## config.mk

```make
export PLATFORM = sky130hd
export DESIGN_NAME = aocc_top
export DESIGN_NICKNAME = d
export VERILOG_FILES = /design/src/logic/aocc_pkg.sv /design/src/logic/aocc_word_if.sv /design/src/logic/aocc_word_buf.sv /design/src/logic/aocc_top.sv
export SDC_FILE = /design/constraint.sdc
export NUM_CORES = 1
export LEC_CHECK = 0
export BUFFER_PORTS_ARGS = -buffer_cell sky130_fd_sc_hd__buf_4
export CAP_MARGIN = 20
export CORE_ASPECT_RATIO = 1.1
export CORE_UTILIZATION = 50
export DETAILED_ROUTE_END_ITERATION = 8
export PLACE_DENSITY = 0.68
export SLEW_MARGIN = 40
export SYNTH_ARGS = -nofsm -noshare
export SYNTH_HDL_FRONTEND = slang
export SYNTH_SLANG_ARGS = --single-unit
```

## constraint.sdc

```tcl
create_clock -name core_clk -period 11.8 [get_ports core_clk]
set_input_delay 2.36 -clock core_clk [delete_from_list [all_inputs] [get_ports core_clk]]
set_output_delay 2.36 -clock core_clk [all_outputs]
set_load 0.005 [all_outputs]
```

## src/logic/aocc_pkg.sv

```systemverilog
package aocc_pkg;
	// ==========================================
	// switch field positions (bit 0 is pin 1)
	localparam int SW_W = 10;
	localparam int SW_RNG_A_LSB = 0;
	localparam int SW_RNG_B_LSB = 3;
	localparam int SW_RSVD = 6;
	localparam int SW_POL_A = 7;
	localparam int SW_POL_B = 8;
	localparam int SW_NET_EN = 9;

	// ==========================================
	// data path widths
	localparam int WORD_W = 16;
	localparam int BUF_W = WORD_W + 1;
	localparam int N_CH = 4;
	localparam int DAC_W = 13;
	localparam int TICK_W = 17;
	localparam int SETTLE_W = 3;

	// ==========================================
	// timing
	localparam int CLK_HZ = 20000000;
	localparam int REFRESH_MS = 4;
	localparam int REFRESH_CYCLES = (CLK_HZ / 1000) * REFRESH_MS;
	localparam logic [SETTLE_W-1:0] SETTLE_CYCLES = 3'h4;

	// ==========================================
	// input word bounds of the extended span, signed
	localparam logic signed [WORD_W:0] UNI_LO = -17'sh0012c;
	localparam logic signed [WORD_W:0] UNI_HI = 17'sh0189c;
	localparam logic signed [WORD_W:0] BIP_LO = -17'sh00ce4;
	localparam logic signed [WORD_W:0] BIP_HI = 17'sh00ce4;

	// converter codes: 0 is bottom of extended span
	localparam logic [DAC_W-1:0] CODE_MIN = 13'h0000;
	localparam logic [DAC_W-1:0] CODE_MAX = 13'h19c8;
	localparam logic [DAC_W-1:0] CODE_MID = 13'h0ce4;

	// ==========================================
	// modes
	typedef enum logic [1:0] {
		AOCC_RNG_0_5,
		AOCC_RNG_1_5,
		AOCC_RNG_0_10,
		AOCC_RNG_PM10
	} aocc_range_t;

	typedef enum logic [1:0] {
		AOCC_POL_CLR_MIN,
		AOCC_POL_CLR_MAX,
		AOCC_POL_CLR_ZERO,
		AOCC_POL_HOLD
	} aocc_policy_t;

	typedef enum logic {
		AOCC_ST_SETTLE,
		AOCC_ST_RUN
	} aocc_state_t;

	localparam aocc_range_t RNG_RESET = AOCC_RNG_0_5;
	localparam aocc_policy_t POL_RESET = AOCC_POL_CLR_MIN;
endpackage : aocc_pkg

```

## src/logic/aocc_word_if.sv

```systemverilog
interface aocc_word_if;
	logic valid;
	logic ready;
	logic [aocc_pkg::BUF_W-1:0] data;
	modport src (output valid, output data, input ready);
	modport snk (input valid, input data, output ready);
endinterface : aocc_word_if

```

## src/logic/aocc_word_buf.sv

```systemverilog
module aocc_word_buf (
	input wire logic core_clk,
	input wire logic rst_n,
	aocc_word_if.snk wr,
	aocc_word_if.src rd
);
	typedef struct packed {
		logic [1:0][aocc_pkg::BUF_W-1:0] mem;
		logic wptr;
		logic rptr;
		logic [1:0] cnt;
	} aocc_buf_t;

	aocc_buf_t st_q;
	aocc_buf_t st_d;
	logic push;
	logic pop;

	assign wr.ready = (st_q.cnt != 2'h2);
	assign rd.valid = (st_q.cnt != 2'h0);
	assign rd.data = st_q.mem[st_q.rptr];

	always_comb begin
		st_d = st_q;
		push = wr.valid && wr.ready;
		pop = rd.valid && rd.ready;
		if (push) begin
			st_d.mem[st_q.wptr] = wr.data;
			st_d.wptr = ~st_q.wptr;
		end
		if (pop) begin
			st_d.rptr = ~st_q.rptr;
		end
		st_d.cnt = st_q.cnt + {1'b0, push} - {1'b0, pop};
	end

	always_ff @(posedge core_clk or negedge rst_n) begin
		if (!rst_n) begin
			st_q <= '0;
		end else begin
			st_q <= st_d;
		end
	end
endmodule : aocc_word_buf

```

## src/logic/aocc_top.sv

```systemverilog
module aocc_top #(
	parameter int REFRESH_CYCLES = aocc_pkg::REFRESH_CYCLES
) (
	input wire logic core_clk,
	input wire logic rst_n,
	input wire logic [aocc_pkg::SW_W-1:0] dip_sw,
	input wire logic net_cfg_wr,
	input wire logic [7:0] net_range,
	input wire logic [1:0] net_policy,
	input wire logic bus_comm_err,
	input wire logic link_comm_err,
	input wire logic in_valid,
	input wire logic in_first,
	input wire logic [aocc_pkg::WORD_W-1:0] in_word,
	output logic in_ready,
	output logic [aocc_pkg::N_CH-1:0][aocc_pkg::DAC_W-1:0] dac_code,
	output logic dac_update,
	output logic [7:0] range_sel,
	output logic [1:0] policy_sel,
	output logic [1:0] cfg_fault,
	output logic net_mode
);
	// ==========================================
	// state
	typedef struct packed {
		logic [aocc_pkg::SW_W-1:0] s1;
		logic [aocc_pkg::SW_W-1:0] s2;
		logic [aocc_pkg::SW_W-1:0] s3;
		logic [aocc_pkg::SW_W-1:0] sw;
		logic [aocc_pkg::SETTLE_W-1:0] settle;
		aocc_pkg::aocc_state_t fsm;
		aocc_pkg::aocc_range_t [aocc_pkg::N_CH-1:0] rng;
		aocc_pkg::aocc_policy_t pol;
		logic net;
		logic [1:0] fault;
		logic [1:0] widx;
		logic [aocc_pkg::N_CH-1:0][aocc_pkg::WORD_W-1:0] stage;
		logic set_full;
		logic [aocc_pkg::TICK_W-1:0] tick;
		logic [aocc_pkg::N_CH-1:0][aocc_pkg::DAC_W-1:0] dac;
		logic upd;
	} aocc_state_t;

	aocc_state_t st_q;
	aocc_state_t st_d;

	localparam logic [aocc_pkg::TICK_W-1:0] TICK_LAST = aocc_pkg::TICK_W'(REFRESH_CYCLES - 1);

	// ==========================================
	// decode helpers
	function automatic logic [2:0] dec_range(input logic [2:0] f);
		// {valid, range}
		unique case (f)
			3'h0: dec_range = {1'b1, aocc_pkg::AOCC_RNG_0_5};
			3'h1: dec_range = {1'b1, aocc_pkg::AOCC_RNG_1_5};
			3'h2: dec_range = {1'b1, aocc_pkg::AOCC_RNG_0_10};
			3'h3: dec_range = {1'b1, aocc_pkg::AOCC_RNG_PM10};
			default: dec_range = {1'b0, aocc_pkg::AOCC_RNG_0_5};
		endcase
	endfunction : dec_range

	function automatic aocc_pkg::aocc_policy_t dec_policy(input logic p8, input logic p9);
		unique case ({p8, p9})
			2'h0: dec_policy = aocc_pkg::AOCC_POL_CLR_MIN;
			2'h1: dec_policy = aocc_pkg::AOCC_POL_CLR_MAX;
			2'h2: dec_policy = aocc_pkg::AOCC_POL_CLR_ZERO;
			2'h3: dec_policy = aocc_pkg::AOCC_POL_HOLD;
		endcase
	endfunction : dec_policy

	function automatic logic [aocc_pkg::DAC_W-1:0] conv(input logic [aocc_pkg::WORD_W-1:0] w,
			input aocc_pkg::aocc_range_t r);
		logic signed [aocc_pkg::WORD_W:0] v;
		logic signed [aocc_pkg::WORD_W:0] lo;
		logic signed [aocc_pkg::WORD_W:0] hi;
		logic signed [aocc_pkg::WORD_W:0] c;
		v = {w[aocc_pkg::WORD_W-1], w};
		if (r == aocc_pkg::AOCC_RNG_PM10) begin
			lo = aocc_pkg::BIP_LO;
			hi = aocc_pkg::BIP_HI;
		end else begin
			lo = aocc_pkg::UNI_LO;
			hi = aocc_pkg::UNI_HI;
		end
		if (v < lo) begin
			c = lo;
		end else if (v > hi) begin
			c = hi;
		end else begin
			c = v;
		end
		conv = aocc_pkg::DAC_W'(c - lo);
	endfunction : conv

	function automatic logic [aocc_pkg::DAC_W-1:0] clr_code(input aocc_pkg::aocc_policy_t p,
			input aocc_pkg::aocc_range_t r);
		unique case (p)
			aocc_pkg::AOCC_POL_CLR_MAX: clr_code = aocc_pkg::CODE_MAX;
			aocc_pkg::AOCC_POL_CLR_ZERO: clr_code = (r == aocc_pkg::AOCC_RNG_PM10) ?
				aocc_pkg::CODE_MID : aocc_pkg::CODE_MIN;
			default: clr_code = aocc_pkg::CODE_MIN;
		endcase
	endfunction : clr_code

	// ==========================================
	// input buffer
	aocc_word_if wr_if ();
	aocc_word_if rd_if ();

	assign wr_if.valid = in_valid;
	assign wr_if.data = {in_first, in_word};
	assign in_ready = wr_if.ready;

	aocc_word_buf u_buf (
		.core_clk(core_clk),
		.rst_n(rst_n),
		.wr(wr_if.snk),
		.rd(rd_if.src)
	);

	// a full set waiting for the next refresh stalls the buffer, then the source
	assign rd_if.ready = (st_q.fsm == aocc_pkg::AOCC_ST_RUN) && !st_q.set_full;

	// ==========================================
	// next state
	logic comm_err;
	logic tick_hit;
	logic take;
	logic [2:0] dr_a;
	logic [2:0] dr_b;

	assign comm_err = bus_comm_err || link_comm_err;
	assign tick_hit = (st_q.tick == TICK_LAST);
	assign take = rd_if.valid && rd_if.ready;

	always_comb begin
		st_d = st_q;
		st_d.upd = 1'b0;
		dr_a = dec_range(st_q.sw[aocc_pkg::SW_RNG_A_LSB +: 3]);
		dr_b = dec_range(st_q.sw[aocc_pkg::SW_RNG_B_LSB +: 3]);

		// pin synchroniser; a change counts once stages two and three agree
		st_d.s1 = dip_sw;
		st_d.s2 = st_q.s1;
		st_d.s3 = st_q.s2;
		if (st_q.s2 == st_q.s3) begin
			st_d.sw = st_q.s3;
		end

		unique case (st_q.fsm)
			aocc_pkg::AOCC_ST_SETTLE: begin
				// switches only change with power off, so one capture suffices
				if (st_q.settle == aocc_pkg::SETTLE_CYCLES) begin
					st_d.fsm = aocc_pkg::AOCC_ST_RUN;
					st_d.net = st_q.sw[aocc_pkg::SW_NET_EN];
					if (st_q.sw[aocc_pkg::SW_NET_EN]) begin
						for (int i = 0; i < aocc_pkg::N_CH; i++) begin
							st_d.rng[i] = aocc_pkg::RNG_RESET;
						end
						st_d.pol = aocc_pkg::POL_RESET;
						st_d.fault = 2'h0;
					end else begin
						// pin 7 carries nothing and is not decoded
						st_d.rng[0] = aocc_pkg::aocc_range_t'(dr_a[1:0]);
						st_d.rng[1] = aocc_pkg::aocc_range_t'(dr_a[1:0]);
						st_d.rng[2] = aocc_pkg::aocc_range_t'(dr_b[1:0]);
						st_d.rng[3] = aocc_pkg::aocc_range_t'(dr_b[1:0]);
						st_d.fault = {~dr_b[2], ~dr_a[2]};
						st_d.pol = dec_policy(st_q.sw[aocc_pkg::SW_POL_A], st_q.sw[aocc_pkg::SW_POL_B]);
					end
				end else begin
					st_d.settle = st_q.settle + 3'h1;
				end
			end
			aocc_pkg::AOCC_ST_RUN: begin
				if (net_cfg_wr && st_q.net) begin
					for (int i = 0; i < aocc_pkg::N_CH; i++) begin
						st_d.rng[i] = aocc_pkg::aocc_range_t'(net_range[2*i +: 2]);
					end
					st_d.pol = aocc_pkg::aocc_policy_t'(net_policy);
				end
			end
		endcase

		// word collection; in_first realigns the set to output 0
		if (take) begin
			if (rd_if.data[aocc_pkg::WORD_W]) begin
				st_d.stage[0] = rd_if.data[aocc_pkg::WORD_W-1:0];
				st_d.widx = 2'h1;
			end else begin
				st_d.stage[st_q.widx] = rd_if.data[aocc_pkg::WORD_W-1:0];
				st_d.widx = st_q.widx + 2'h1;
				st_d.set_full = (st_q.widx == 2'h3);
			end
		end
		if (comm_err) begin
			// a half set would mix old and new frames
			st_d.widx = 2'h0;
		end

		// refresh
		st_d.tick = tick_hit ? '0 : st_q.tick + 17'h00001;
		if (tick_hit && st_q.fsm == aocc_pkg::AOCC_ST_RUN) begin
			st_d.upd = 1'b1;
			// a set completed on this very edge survives for the next refresh
			st_d.set_full = !st_q.set_full && st_d.set_full;
			for (int i = 0; i < aocc_pkg::N_CH; i++) begin
				if (st_q.fault[i/2]) begin
					st_d.dac[i] = aocc_pkg::CODE_MIN;
				end else if (comm_err) begin
					if (st_q.pol != aocc_pkg::AOCC_POL_HOLD) begin
						st_d.dac[i] = clr_code(st_q.pol, st_q.rng[i]);
					end
				end else if (st_q.set_full) begin
					st_d.dac[i] = conv(st_q.stage[i], st_q.rng[i]);
				end
			end
		end
	end

	always_ff @(posedge core_clk or negedge rst_n) begin
		if (!rst_n) begin
			st_q <= '0;
		end else begin
			st_q <= st_d;
		end
	end

	// ==========================================
	// outputs
	assign dac_code = st_q.dac;
	assign dac_update = st_q.upd;
	assign range_sel = st_q.rng;
	assign policy_sel = st_q.pol;
	assign cfg_fault = st_q.fault;
	assign net_mode = st_q.net;
endmodule : aocc_top

```

==> flow_results.org, run 1 <==
** STA
- Clock period minus final worst setup slack :: just under 5 ns
- Setup tns final :: 0 ns
- At the pin with the least slew margin, the transition time is 0.834 ns.
- For the final database, setup skew stands at 0.00997 ns.
- The worst pin sits at a relative slew slack of 42.8%.
- Max-slew violation total from the final report :: 0
- Endpoints failing hold :: 0
- Unrepaired setup endpoints after global routing :: no
- After layout, the worst path uses 41.1% of the clock period.
- Based on the critical path, the design can be clocked at up to 206 MHz.
- Setup violations remaining at the end of the flow were counted as 0.

** Final layout
- 0 antenna diodes ended up in the layout.
- Area grow syn2layout :: 12.5%
- After the last flow step, the layout net total stands at 1,467.
- In the final layout, the share of cells above drive strength 1 is 19.4%.
- Number of filler instances in the final layout :: 2,259
- Share of the core filled with cells :: around 58%

** Worst setup path
- The most numerous cell type found on the critical path is a21oi_1.
- Counting both buffers and inverters, the worst setup path holds a total of 0.
- Broken down by cell family, the worst path's largest delay share belongs to compound AO/OA/AOI/OAI gates.
- The setup path with the least slack is of type flop to flop.
- Endpoint kind of the worst setup timing path :: flop
- Among all stages on the critical path, the largest delay is contributed by fa_1.
- Along the worst path, the maximum fanout reaches 21.
- Critical path depth in cells :: 16
- Crit-path max cell delay :: 0.47 ns
- Type of element launching the critical path :: flop
- The worst register-to-register path begins at range_sel[3].
- Data required time of the worst path :: 12.19 ns
- Setup slack on the worst reg-to-reg path comes out at 6.94 ns.
- In this run the worst setup path terminates at dac_code[21].
- Cells along the critical path :: nand2_2, ha_1, a21oi_1, nor2b_2, maj3_1, nor3_1, a21o_1, nand2_1, or2_2, fa_1, a2111oi_2, a221oi_2, a21o_2, a211o_1, a21oi_1, o21ai_1
- Critical path arrival :: 5.24 ns
- Logic depth of the worst register-to-register path :: 16
- Worst reg2reg path endpoint :: dac_code[21]
- Beginning of the critical path :: range_sel[3]

** Clock network
- Number of buffers added by the clock tree synthesis step :: 26
- Clock-pin slew was measured on the worst setup and hold paths at 0.06 ns.
- Number of levels the H-tree was split into :: 1
- In this run, post-CTS hold repair placed 0 buffers.
- Post-cts gate resize count :: 0
- In this run the post-CTS setup repair buffer count came out at 0.
- TritonCTS clock tree :: built
- The clock net in this run drives a total of approximately 230 sinks.
- Worst skew pair latency :: around 0.53 ns
- The clock passes through at most 3 buffers.
- The tree is rooted in a clkbuf_16.

** Placement
- Final weighted congestion of routability-driven global placement :: 0.927
- Count of input and output buffers :: 109
- Summed over all nets, the half-perimeter wirelength after detailed placement is 22.5 mm.

** Synth
- In the synthesized netlist the dominant register cell turns out to be dfrtp_1.
- Summing every instance area after synthesis gives 13,000 um2.
- For this run, the number of Yosys warnings is 0.
- Of the synthesized area, sequential elements account for between 40% and 50%.
- Counting flops with a built-in enable in the synthesized netlist gives 0.
- Counting flops with an async set or reset pin after synthesis yields a share of 100%.
- Yosys top cell area share :: 44.4%
- Averaged over all synthesized cells, the footprint is 9.89 um2.
- Number of cells produced by synthesis :: 1,317
- Cell taking the most area after synthesis :: dfrtp_1
- Most frequently used cell type in the post-synthesis netlist :: dfrtp_1
- Synthesized net count :: approximately 1.4k
- By count the netlist is led by dfrtp_1 (231), nand2_1 (166), o21ai_0 (133).
- Largest cells by area after synthesis :: dfrtp_1 (44%), ha_1 (5.9%), o21ai_0 (5.1%)
- Counting flops and latches in the post-synthesis netlist gives 231.
- Yosys mapped the design onto a little under 100 distinct sky130hd cell types.

** Drt
- In the routed layout, each cell is associated on average with a via count of 5.71.
- Before antenna repair, the detailed router went through 5 iterations.
- Once detail routing completed, the nets flagged for antenna violations numbered 0.
- In the final routed layout, each cell accounts on average for 18.2 um.
- Initial drt markers :: 591
- Routed Wire Length :: 31.4 mm
- Detailed-route via count :: around 10k
- Number of DRC violations after detailed routing :: 0

** Floorplanning
- The die covers approximately 27,000 um2.
- The floorplan step set the die height to between 150 and 200 um.
- From left edge to right edge, the die measures 156 um.
- The initialized floorplan defines 61 standard-cell rows.
- 110 I/O pins were placed.
- Core area :: ~25,000 um2
- Initial cell density of the core :: 51.2%

** Power
- IR Drop Worst-Case VDD :: 125 uV
- Combinational logic is responsible for 40.6% of the overall power.
- Sequential group share of total power :: 34.6%
- Of the total power, the clock network draws 24.8%.
- For this design the total switching power over the nets is 1300 uW.
- Standby leakage power :: 0.00663 uW
- In this run switching power makes up approximately two fifths of total power.
- Cell internal power was estimated by the tool at around 2000 uW.
- Total power per unit cell area :: approximately 230 nW/um2

** Outcome
- The run finished with clean final reports.

** Global routing
- Global routing used between 30% and 40% of the available met2 tracks.
- For this run the aggregate overflow at the end of global routing stands at 0.
- The via count of the first global-routing pass is 9,529.
- Met3 GRT Util :: 3.65%
- Busiest grt layer :: met2
- Met1 GRT Util :: 32.8%
- For this run, the total global-route usage over all layers was measured as 24.2%.
- The initial antenna violation count came to 0.
- Entering global routing, the biggest net connects approximately 110 pins.
- First-pass GRT wire length :: 50.6 mm

** Run
- Max-cap violations in this run came to 0.

** Min path
- The tightest min-delay check is of the flop to flop type.
registers in the layout, summed over array words and instances, names as in the netlist, 2 cells and up:
signal and cells:
st_q 107, u_buf.st_q 38, range_sel 8, cfg_fault 2, policy_sel 2, st_d 20, dac_code 52
power groups by stage:
stage / Clock (uW) / Combinational (uW) / Sequential [uW]
after global placement: 0 / 1310 / 1150
final: 821 / 1350 / 1150
after floorplan: 0 / 1030 / 1080
after global routing: 871 / 1490 / 1170
after detailed placement: 0 / 1330 / 1160
after CTS: 836 / 1340 / 1140
how the worst min path moves through the flow:
stage,end,from,cells after the start
after floorplan,st_d[164],st_d[174],0
after global placement,st_d[168],st_d[178],0
after detailed placement,st_d[166],st_d[176],0
after CTS,st_d[172],st_d[182],0
after global routing,st_d[168],st_d[178],0
final,st_d[167],st_d[177],0
worst reg2reg max path, stage by stage, from the launching register on:
cell and delay [ns]:
dfrtp_1 0.41, nand2_2 0.40, ha_1 0.37, a21oi_1 0.19, nor2b_2 0.06, maj3_1 0.37
nor3_1 0.33, a21o_1 0.34, nand2_1 0.18, or2_2 0.33, fa_1 0.47, a2111oi_2 0.39
a221oi_2 0.12, a21o_2 0.25, a211o_1 0.27, a21oi_1 0.17, o21ai_1 0.08
kinds of logic (layout without fill, tap and decap cells):
| family | count (synthesis) | count (layout) | share of synthesized area (%) |
|---|---|---|---|
| compound gates | 376 | 376 | 19.9 |
| mux | 67 | 67 | 5.57 |
| buf+inv | 155 | 216 | 6.56 |
| xor+xnor | 51 | 51 | 3.43 |
| flops | 231 | 231 | 44.4 |
| fa+ha+maj | 66 | 66 | 6.55 |
| simple gates | 371 | 371 | 13.6 |
through the flow:
stage | total power, uW | hold slack, ns | setup WS [ns] | area [um2] | cells
5_1_grt | 3530 | 0.351 | 6.53 | 14600 | 1724
6_report | 3310 | 0.346 | 6.94 | 14600 | 1724
2_1_floorplan | 2100 | 0.331 | 7.60 | 13000 | 1317
3_5_place_dp | 2480 | 0.335 | 6.83 | 13700 | 1676
4_1_cts | 3320 | 0.348 | 6.94 | 14600 | 1723
3_3_place_gp | 2460 | 0.331 | 6.85 | 13700 | 1675
cells in the final DEF (no fill, tap or decap), types with 15 or more instances in the layout:
| cell | synthesis | final |
|---|---|---|
| dfrtp_1 | 231 | 230 |
| nand2_1 | 166 | 163 |
| o21ai_0 | 133 | 132 |
| buf_4 | 65 | 114 |
| nor2_1 | 68 | 68 |
| a21oi_1 | 62 | 62 |
| ha_1 | 61 | 61 |
| inv_1 | 45 | 45 |
| mux2_2 | 44 | 44 |
| xnor2_1 | 33 | 33 |
| nand3_1 | 28 | 28 |
| clkbuf_16 | 0 | 27 |
| mux2i_1 | 23 | 23 |
| a22o_1 | 19 | 19 |
| xor2_1 | 18 | 18 |
| a21o_1 | 15 | 15 |
layout make-up:
| class | count | area [um2] | area share (%) |
|---|---|---|---|
| flip-flops and latches | 231 | 5780 | 39.5 |
| clock inverters | 10 | 110 | 0.752 |
| repair buffers | 119 | 948 | 6.48 |
| inverters | 50 | 195 | 1.33 |
| clock buffers | 37 | 773 | 5.28 |
| multi-input cells | 931 | 6400 | 43.7 |
| well taps | 346 | 433 | 2.96 |
layer usage:
layer | wire length, um | vias up | part of all wire (%)
li1 | - | 4747 | -
met1 | 13800 | 4800 | 44
met2 | 14800 | 251 | 47
met3 | 1860 | 54 | 5.9
met4 | 949 | 0 | 3.0
met5 | 0 | - | 0
No activity file was read; power rests on OpenSTA's default activity.
==> run 2, diff against run 1 <==
--- a/config.mk
+++ b/config.mk
@@ -5,12 +5,13 @@
 export SDC_FILE = /design/constraint.sdc
 export NUM_CORES = 1
 export LEC_CHECK = 0
+export ABC_AREA = 1
 export BUFFER_PORTS_ARGS = -buffer_cell sky130_fd_sc_hd__buf_4
 export CAP_MARGIN = 20
 export CORE_ASPECT_RATIO = 1.1
 export CORE_UTILIZATION = 50
 export DETAILED_ROUTE_END_ITERATION = 8
-export PLACE_DENSITY = 0.68
+export PLACE_DENSITY = 0.7
 export SLEW_MARGIN = 40
 export SYNTH_ARGS = -nofsm -noshare
 export SYNTH_HDL_FRONTEND = slang
==> constraint.sdc (replaced) <==
create_clock -name core_clk -period 4.1 [get_ports core_clk]
set_input_delay 0.82 -clock core_clk [delete_from_list [all_inputs] [get_ports core_clk]]
set_output_delay 0.82 -clock core_clk [all_outputs]
set_load 0.005 [all_outputs]
==> flow_results.org, run 2 <==
** STA
- Summed over all failing endpoints, the final setup total negative slack is 0 ns.
- Endpoints failing hold :: 0
- At the pin with the least slew margin, the transition time is 0.737 ns.
- The final count of pins violating max slew was 0.
- Final count of negative-setup-slack endpoints :: 0
- Unrepaired setup endpoints after global routing :: no
- Worst rel slew slack :: between 50 and 60%
- After layout, the minimum clock period comes to 3.70 ns.
- Derived from the worst setup path, the maximum achievable clock frequency is between 200 and 300 MHz.
- Maximum clock skew at final layout :: 0.0221 ns
- The worst path meets setup with roughly 0.40 ns of slack.
- Final worst-path cycle share :: 90.2%

** Drt
- The detail route stage leaves a number of antenna-violating nets equal to 0.
- For this block, the routed nets add up to ~34 mm of wire.
- Detailed-route via count :: ~11k
- For this run, the detailed router's first-pass iteration total came to 5.
- After detailed routing, the number of remaining DRC violations is 0.
- Routed wire length per instance :: 15.6 um
- Vias per cell :: 5.24
- The detailed router finished its first iteration with 708 violations.

** Synth
- Top cell types by occurrence after synthesis :: nand2_1 (483), dfrtp_1 (231), inv_1 (201)
- Seq/Total Area, Yosys :: between 40% and 50%
- Yosys printed 0 warnings.
- Yosys top cell area share :: 42.9%
- In this run, synthesis produced a sequential element count of 231.
- Counting every net in the synthesized netlist gives 1,850.
- In this run the cell area of the synthesized design comes to 13,500 um2.
- Most used flip-flop cell after synthesis :: dfrtp_1
- Counting every instance in the synthesized netlist gives 1,742.
- Ranked by total cell area, the synthesized netlist is headed by dfrtp_1 (43%), nand2_1 (13%), ha_1 (5.7%).
- Most frequently used cell type in the post-synthesis netlist :: nand2_1
- Counting flops with an async set or reset pin after synthesis yields a share of 100%.
- Count of unique library cells instantiated by Yosys :: 51
- Average instance area after synthesis :: about 7.7 um2
- Number of flops mapped to enable cells by yosys :: 0
- dfrtp_1 takes more of the synthesized area than any other cell.

** Final layout
- Area grow syn2layout :: 11.8%
- Antenna Diode Count :: 0
- Summing all non-filler instances in the final layout gives an area of around 15,000 um2.
- Largest reg by FF count :: st_q
- After the last flow step, the layout net total stands at 1,889.
- Commonest non-fill, non-tap cell in the layout :: nand2_1
- Number of filler instances in the final layout :: 2,458
- Ratio of cells with drive above 1 in the final layout :: 13.5%
- Total area of sequential cells :: 5780 um2
- Multi-input gate area :: roughly 6200 um2
- The register with the most flip-flops in the layout has 107 of them.
- The top cell types in the final layout, fill and taps aside, are nand2_1 (482), dfrtp_1 (231), inv_1 (200).

** Worst setup path
- The cell that appears most often on the critical path is nand2_1.
- The signal on the critical path passes through nand2_4, ha_1, inv_1, nand2_1, nand2_1, inv_1, nor2_1, nor2_1, nand2_1, nand2_1, nand3_1, nor2_1, a31oi_1, ha_1, a21oi_1, nand2_1, a21oi_2, nand2_1, nand2_1, nand3_1, nand2_1, nand2_1.
- Worst-path maximum fanout :: 16
- Data required time of the worst path :: 4.50 ns
- The largest single stage delay on the critical path is 0.55 ns.
- Endpoint kind of the worst setup timing path :: flop
- Setup CP Type :: flop to flop
- Reg2reg setup slack :: just over 0.4 ns
- The largest individual stage delay along the critical path comes from the cell dfrtp_1.
- Critical path arrival :: roughly 4 ns
- Type of element launching the critical path :: flop

** Clock network
- Worst skew pair latency :: 0.53 ns
- TritonCTS clock tree :: built
- TritonCTS created 25 clock buffers.
- Counting along the longest clock path gives a buffer depth of 3.
- Clk slew on worst S/H paths :: 0.06 ns
- CTS saw 231 sinks.
- Number of levels the H-tree was split into :: 1
- Hold buffers post-CTS :: 0
- The root buffer cell chosen for the clock tree is clkbuf_16.
- Post-cts gate resize count :: 0
- Post CTS Setup Buffer Count :: 0

** Global routing
- For this run, the total global-route usage over all layers was measured as 25.1%.
- Summed over all layers, the global routing overflow is 0.
- The first global-routing pass estimated 54.5 mm of wire.
- The via count of the first global-routing pass came to 10.8k.
- Maximum number of pins on one net before global-route repair :: 98
- The initial antenna violation count is 0.

** Floorplanning
- Pin placement for this block handled 110 I/O pins.
- The initial utilization of the core area, before any placement, comes to about 51%.
- Total Die Area :: 27,600 um2
- Core area :: 26,300 um2
- In this run the core area contains 62 standard-cell rows.
- Die outline height :: 174 um
- In this run the horizontal extent of the chip is 159 um.

** Power
- IR Drop Worst-Case VDD :: roughly 510 uV
- Summed over all nets, the switching power comes to 4130 uW.
- The internal portion of the total power is 5620 uW.
- Fraction of power spent switching nets :: between 40% and 50%
- Summed over all cells, the static leakage comes to between 0.007 and 0.008 uW.
- Of the total power, combinational logic draws approximately 43%.
- Fraction of power consumed by the clock network :: 25.2%
- Sequential cells burn 32.2% of the power.
- Total power per unit cell area :: around 650 nW/um2

** Placement
- Post-placement cell area :: 14,100 um2
- Place WS :: between 0.4 and 0.5 ns
- The HPWL after detailed placement is 24.5 mm.
- At the end of routability-driven placement, the weighted congestion stood at 0.927.
- Count of input and output buffers :: 109

** Run
- Max-cap violations in this run came to 0.

** Min path
- Hold WC Path Type :: input port to asynchronous set/reset pin

** Outcome
- Result of the run :: completed
## run 2: cell types whose count changed after synthesis, moves of 15 or more
| cell | previous run | this run |
|---|---|---|
| nand2_2 | 3 | 21 |
| xnor2_1 | 33 | 9 |
| inv_1 | 45 | 201 |
| o21ai_1 | 8 | 26 |
| nand2_1 | 166 | 483 |
| mux2_2 | 44 | 8 |
| nor2_1 | 68 | 136 |
| a22o_1 | 19 | 4 |
| nand3_1 | 28 | 88 |
| mux2i_1 | 23 | 0 |
## run 2: worst paths after layout
kind	start	end	cells past startpoint
worst max-delay path	range_sel[7]	dac_code[51]	22
worst max register to register	range_sel[7]	dac_code[51]	22
max in group asynchronous	rst_n	u_buf.st_q[19]	3
min in group core_clk	st_d[175]	st_d[165]	0
worst min-delay path	rst_n	dac_code[22]	1
worst min register to register	st_d[175]	st_d[165]	0
## run 2: final cells by class
class | count | share of cell area [%]
clock buffer | 34 | 4.77
inverter | 213 | 5.39
sequential | 231 | 38.3
multi-input combinational | 1194 | 41.3
timing repair buffer | 116 | 6.13
tap | 352 | 2.92
clock inverter | 9 | 1.20
## run 2: worst max-delay path: cells and delay by family, from the launching register on
family | cells | cell delay (ns)
adder cells (fa/ha/maj) | 2 | 0.76
buffers and inverters | 2 | 0.10
flip-flops | 1 | 0.55
AND/OR/NAND/NOR | 15 | 1.58
AO/OA/AOI/OAI | 3 | 0.59
## run 2: cells by family (layout without fill, tap and decap cells)
family,count (synthesis),after routing,synth area share (%)
AOI/OAI and AO/OA,289,289,11.6
buffers and inverters,317,372,11.1
DFF,231,231,42.9
xor gates and xnor gates,21,21,1.36
and+or+nand+nor,811,811,26.1
adders and majority gates,65,65,6.25
muxes,8,8,0.668
## run 2: power groups by stage
stage	logic, uW	clock network [uW]	registers, uW
floorplan	3170	0	3020
global placement	4050	0	3160
detailed placement	4120	0	3170
CTS	4150	2510	3130
global route	4730	2590	3200
finish	4150	2460	3140
## run 2: per-stage QoR
step           utilization (%)  power, uW  hold WS (ns)  instances
2_1_floorplan                -       6200         0.331       1742
3_3_place_gp              53.8       7200         0.333       2105
3_5_place_dp              53.8       7280         0.336       2105
4_1_cts                   57.2       9790         0.350       2148
5_1_grt                   57.3      10500         0.163       2149
6_report                  57.3       9750         0.156       2149
## run 2: routing by layer
| layer | track usage [%] | vias to the layer above | wire length, um |
|---|---|---|---|
| met5 | 0 | - | 0 |
| met4 | 8.73 | 0 | 1090 |
| met3 | 3.34 | 69 | 1640 |
| met2 | 40.4 | 272 | 15800 |
| met1 | 34.6 | 5291 | 15100 |
| li1 | - | 5619 | - |
==> run 3, diff against run 2 <==
--- a/config.mk
+++ b/config.mk
@@ -9,10 +9,11 @@
 export BUFFER_PORTS_ARGS = -buffer_cell sky130_fd_sc_hd__buf_4
 export CAP_MARGIN = 20
 export CORE_ASPECT_RATIO = 1.1
-export CORE_UTILIZATION = 50
+export CORE_UTILIZATION = 55
 export DETAILED_ROUTE_END_ITERATION = 8
-export PLACE_DENSITY = 0.7
+export PLACE_DENSITY = 0.76
 export SLEW_MARGIN = 40
 export SYNTH_ARGS = -nofsm -noshare
 export SYNTH_HDL_FRONTEND = slang
 export SYNTH_SLANG_ARGS = --single-unit
+export TNS_END_PERCENT = 100
==> flow_results.org, run 3 (synthesis results as in run 2) <==
** Outcome
- Result of the run :: completed

** Placement
- Half-perimeter wire length of the detailed placement result :: 24.3 mm
- Buffers placed on the I/O ports in this run total 109.
- Cell total after placement :: about 2k
- Post-placement cell area :: 14,100 um2
- At the end of routability-driven placement, the weighted congestion stood at 0.958.
- Place WS :: ~0.6 ns

** Clock network
- The tree built by TritonCTS fans out to 231 sinks.
- Clk slew on worst S/H paths :: 0.06 ns
- Clock tree synthesis inserted a total of 26 buffers.
- Number of levels the H-tree was split into :: 1
- Post CTS Setup Buffer Count :: 0
- Clock latency on the worst-skew pair, taken at its later pin, is 0.53 ns.
- The longest clock path from root to sink contains 3 buffers.
- TritonCTS built the clock tree.
- Hold buffers post-CTS :: 0
- Post-cts gate resize count :: 0
- Clk root buf :: clkbuf_16

** Power
- Dividing total power by cell area gives a power density of 656 nW/um2.
- Across the VDD grid, the largest voltage drop is 391 uV.
- The clock network burns 26.1% of the power.
- Combinational logic burns 42.3% of the power.
- Standby leakage power :: around 0.0078 uW
- Of the total power, the share spent switching nets is 42.2%.
- The internal power of the cells totals 5710 uW.
- Sequential group share of total power :: about a third
- Switching power total :: 4160 uW

** Drt
- Summed over all layers, the routed wires come to 33.6 mm.
- The detailed router finished its first iteration with about 740 violations.
- In the final routed layout, each cell accounts on average for 15.9 um.
- Number of nets still failing antenna checks after routing :: 0
- Number of DRC violations after detailed routing :: 0
- Detailed-route via count :: 11.5k
- The first TritonRoute pass finished after 5 iterations.
- In the routed layout, each cell is associated on average with a via count of around 5.5.

** Worst setup path
- Crit-path max cell delay :: 0.50 ns
- Worst flop-to-flop path startpoint :: range_sel[7]
- Tracing the worst setup path back leads to its startpoint at range_sel[7].
- Setup CP Type :: flop to flop
- Endpoint kind of the worst setup timing path :: flop
- On the critical path, the stage with the largest delay is an instance of dfrtp_1.
- STA classifies the critical path startpoint as a flop.
- For the worst setup path, the data arrival time is 3.97 ns.
- For the worst flop-to-flop path, the logic depth is 22.
- Worst-path maximum fanout :: 16
- Cells along the critical path :: nand2_4, ha_1, inv_1, nand2_1, nand2_1, inv_1, nor2_1, nor2_1, nand2_1, nand2_1, nand3_1, nor2_1, a31oi_1, ha_1, a21oi_1, nand2_1, a21oi_2, nand2_1, nand2_1, nand3_1, nand2_1, nand2_1
- In this design, the critical path's most frequently occurring cell is nand2_1.
- Data required time of the worst path :: 4.52 ns

** Final layout
- Finished layout cell area :: 15,000 um2
- Final net count :: 1,890
- Ratio of cells with drive above 1 in the final layout :: 13.6%
- From synthesis to final layout, the design area changed by 11.5%.
- The library cell used most frequently in the layout, excluding fill and tap cells, is nand2_1.
- Once layout is complete, the cells apart from fillers number ~2.1k.
- Number of filler instances in the final layout :: 2,098
- Antenna Diode Count :: 0
- Largest reg by FF count :: st_q
- In the layout the commonest cells are nand2_1 (482), dfrtp_1 (231), inv_1 (200).
- The register with the most flip-flops in the layout has 107 of them.

** STA
- Least-Margin Pin Slew :: 0.796 ns
- Across the routed clock network, the largest skew measured is 0.0117 ns.
- Setup tns final :: 0 ns
- F_max :: 281 MHz
- Worst path setup slack after routing :: 0.544 ns
- For the finished layout, the period the worst path requires is 3.56 ns.
- Headroom to the max-slew limit came out at 46.9%.
- The worst path uses 86.7% of the clock period.
- Setup violations remaining at the end of the flow were counted as 0.
- The total count of hold-check failures in the final report came to 0.
- Unrepaired setup endpoints after global routing :: no
- The final count of pins violating max slew came to 0.

** Global routing
- Busiest grt layer :: met2
- Met2 Track Usage GR :: approximately 44%
- Number of antenna violations at the first check in global routing :: 0
- The first global-routing pass estimated 55.1 mm of wire.
- Entering global routing, the biggest net connects 83 pins.
- In the global route stage, met1 resource usage came out at between 30% and 40%.
- Global-route usage over all layers :: roughly 28%
- Met3 GRT Util :: 4.04%
- Vias in the first global route :: 10.9k
- Global routing finished with a remaining overflow of 0.

** Floorplanning
- The die is 151 um wide.
- From bottom edge to top edge, the die measures 166 um.
- The initial utilization of the core area, before any placement, comes to 56.6%.
- In this run the standard cell core region covers ~24,000 um2.
- The floorplan has just under 60 rows.
- Total Die Area :: 25,200 um2
- Boundary Pins :: 110

** Min path
- The path class of the tightest hold or removal check is input port to asynchronous set/reset pin.

** Run
- Across the run, the number of max-cap violations was 0.
## run 3: cell count changes in the layout (fill, tap and decap cells not counted), sizes merged
cell / change
clkinv: +3
bufinv: +1
## run 3: critical path: cells and delay by family, from the launching register on
| kind | cells | cell delay, ns |
|---|---|---|
| AND/OR/NAND/NOR | 15 | 1.51 |
| AO/OA/AOI/OAI | 3 | 0.58 |
| flip-flops | 1 | 0.50 |
| buffers and inverters | 2 | 0.10 |
| adder cells (fa/ha/maj) | 2 | 0.75 |
## run 3: metrics by stage
stage                     hold WS, ns  util [%]  total power [uW]
final                           0.278      63.1              9870
after global routing            0.337      63.1             10600
after CTS                       0.303      63.1              9880
after detailed placement        0.337      59.1              7260
after global placement          0.332      59.1              7170
after floorplan                 0.331         -              6200
## run 3: per-layer routing
| layer | vias to the layer above | part of all wire, % |
|---|---|---|
| met5 | - | 0 |
| li1 | 5628 | - |
| met1 | 5462 | 43 |
| met2 | 339 | 47 |
| met3 | 80 | 5.7 |
| met4 | 0 | 3.5 |
## run 3: path summary, 6_finish.rpt
check | end | slack [ns]
min reg2reg | st_d[167] | 0.34
min | dac_code[18] | 0.28
min in group core_clk | st_d[167] | 0.34
max | dac_code[51] | 0.54
max reg2reg | dac_code[51] | 0.54
max in group asynchronous | u_buf.st_q[0] | 2.95
## run 3: area by class of cell
cell class                      count  area, um2  area share (%)
Clock buffer                       34        732            4.86
Clock inverter                     13        218            1.45
Inverter                          213        812            5.40
Multi-Input combinational cell   1194       6220            41.3
Sequential cell                   231       5780            38.4
Tap cell                          305        382            2.54
Timing Repair Buffer              116        903            6.00
## run 3: power by group through the flow
stage          clock network, uW  registers [uW]  logic (uW)
4_1_cts                     2620            3110        4150
2_1_floorplan                  0            3020        3170
3_3_place_gp                   0            3130        4050
5_1_grt                     2720            3170        4740
6_report                    2580            3120        4180
3_5_place_dp                   0            3140        4120
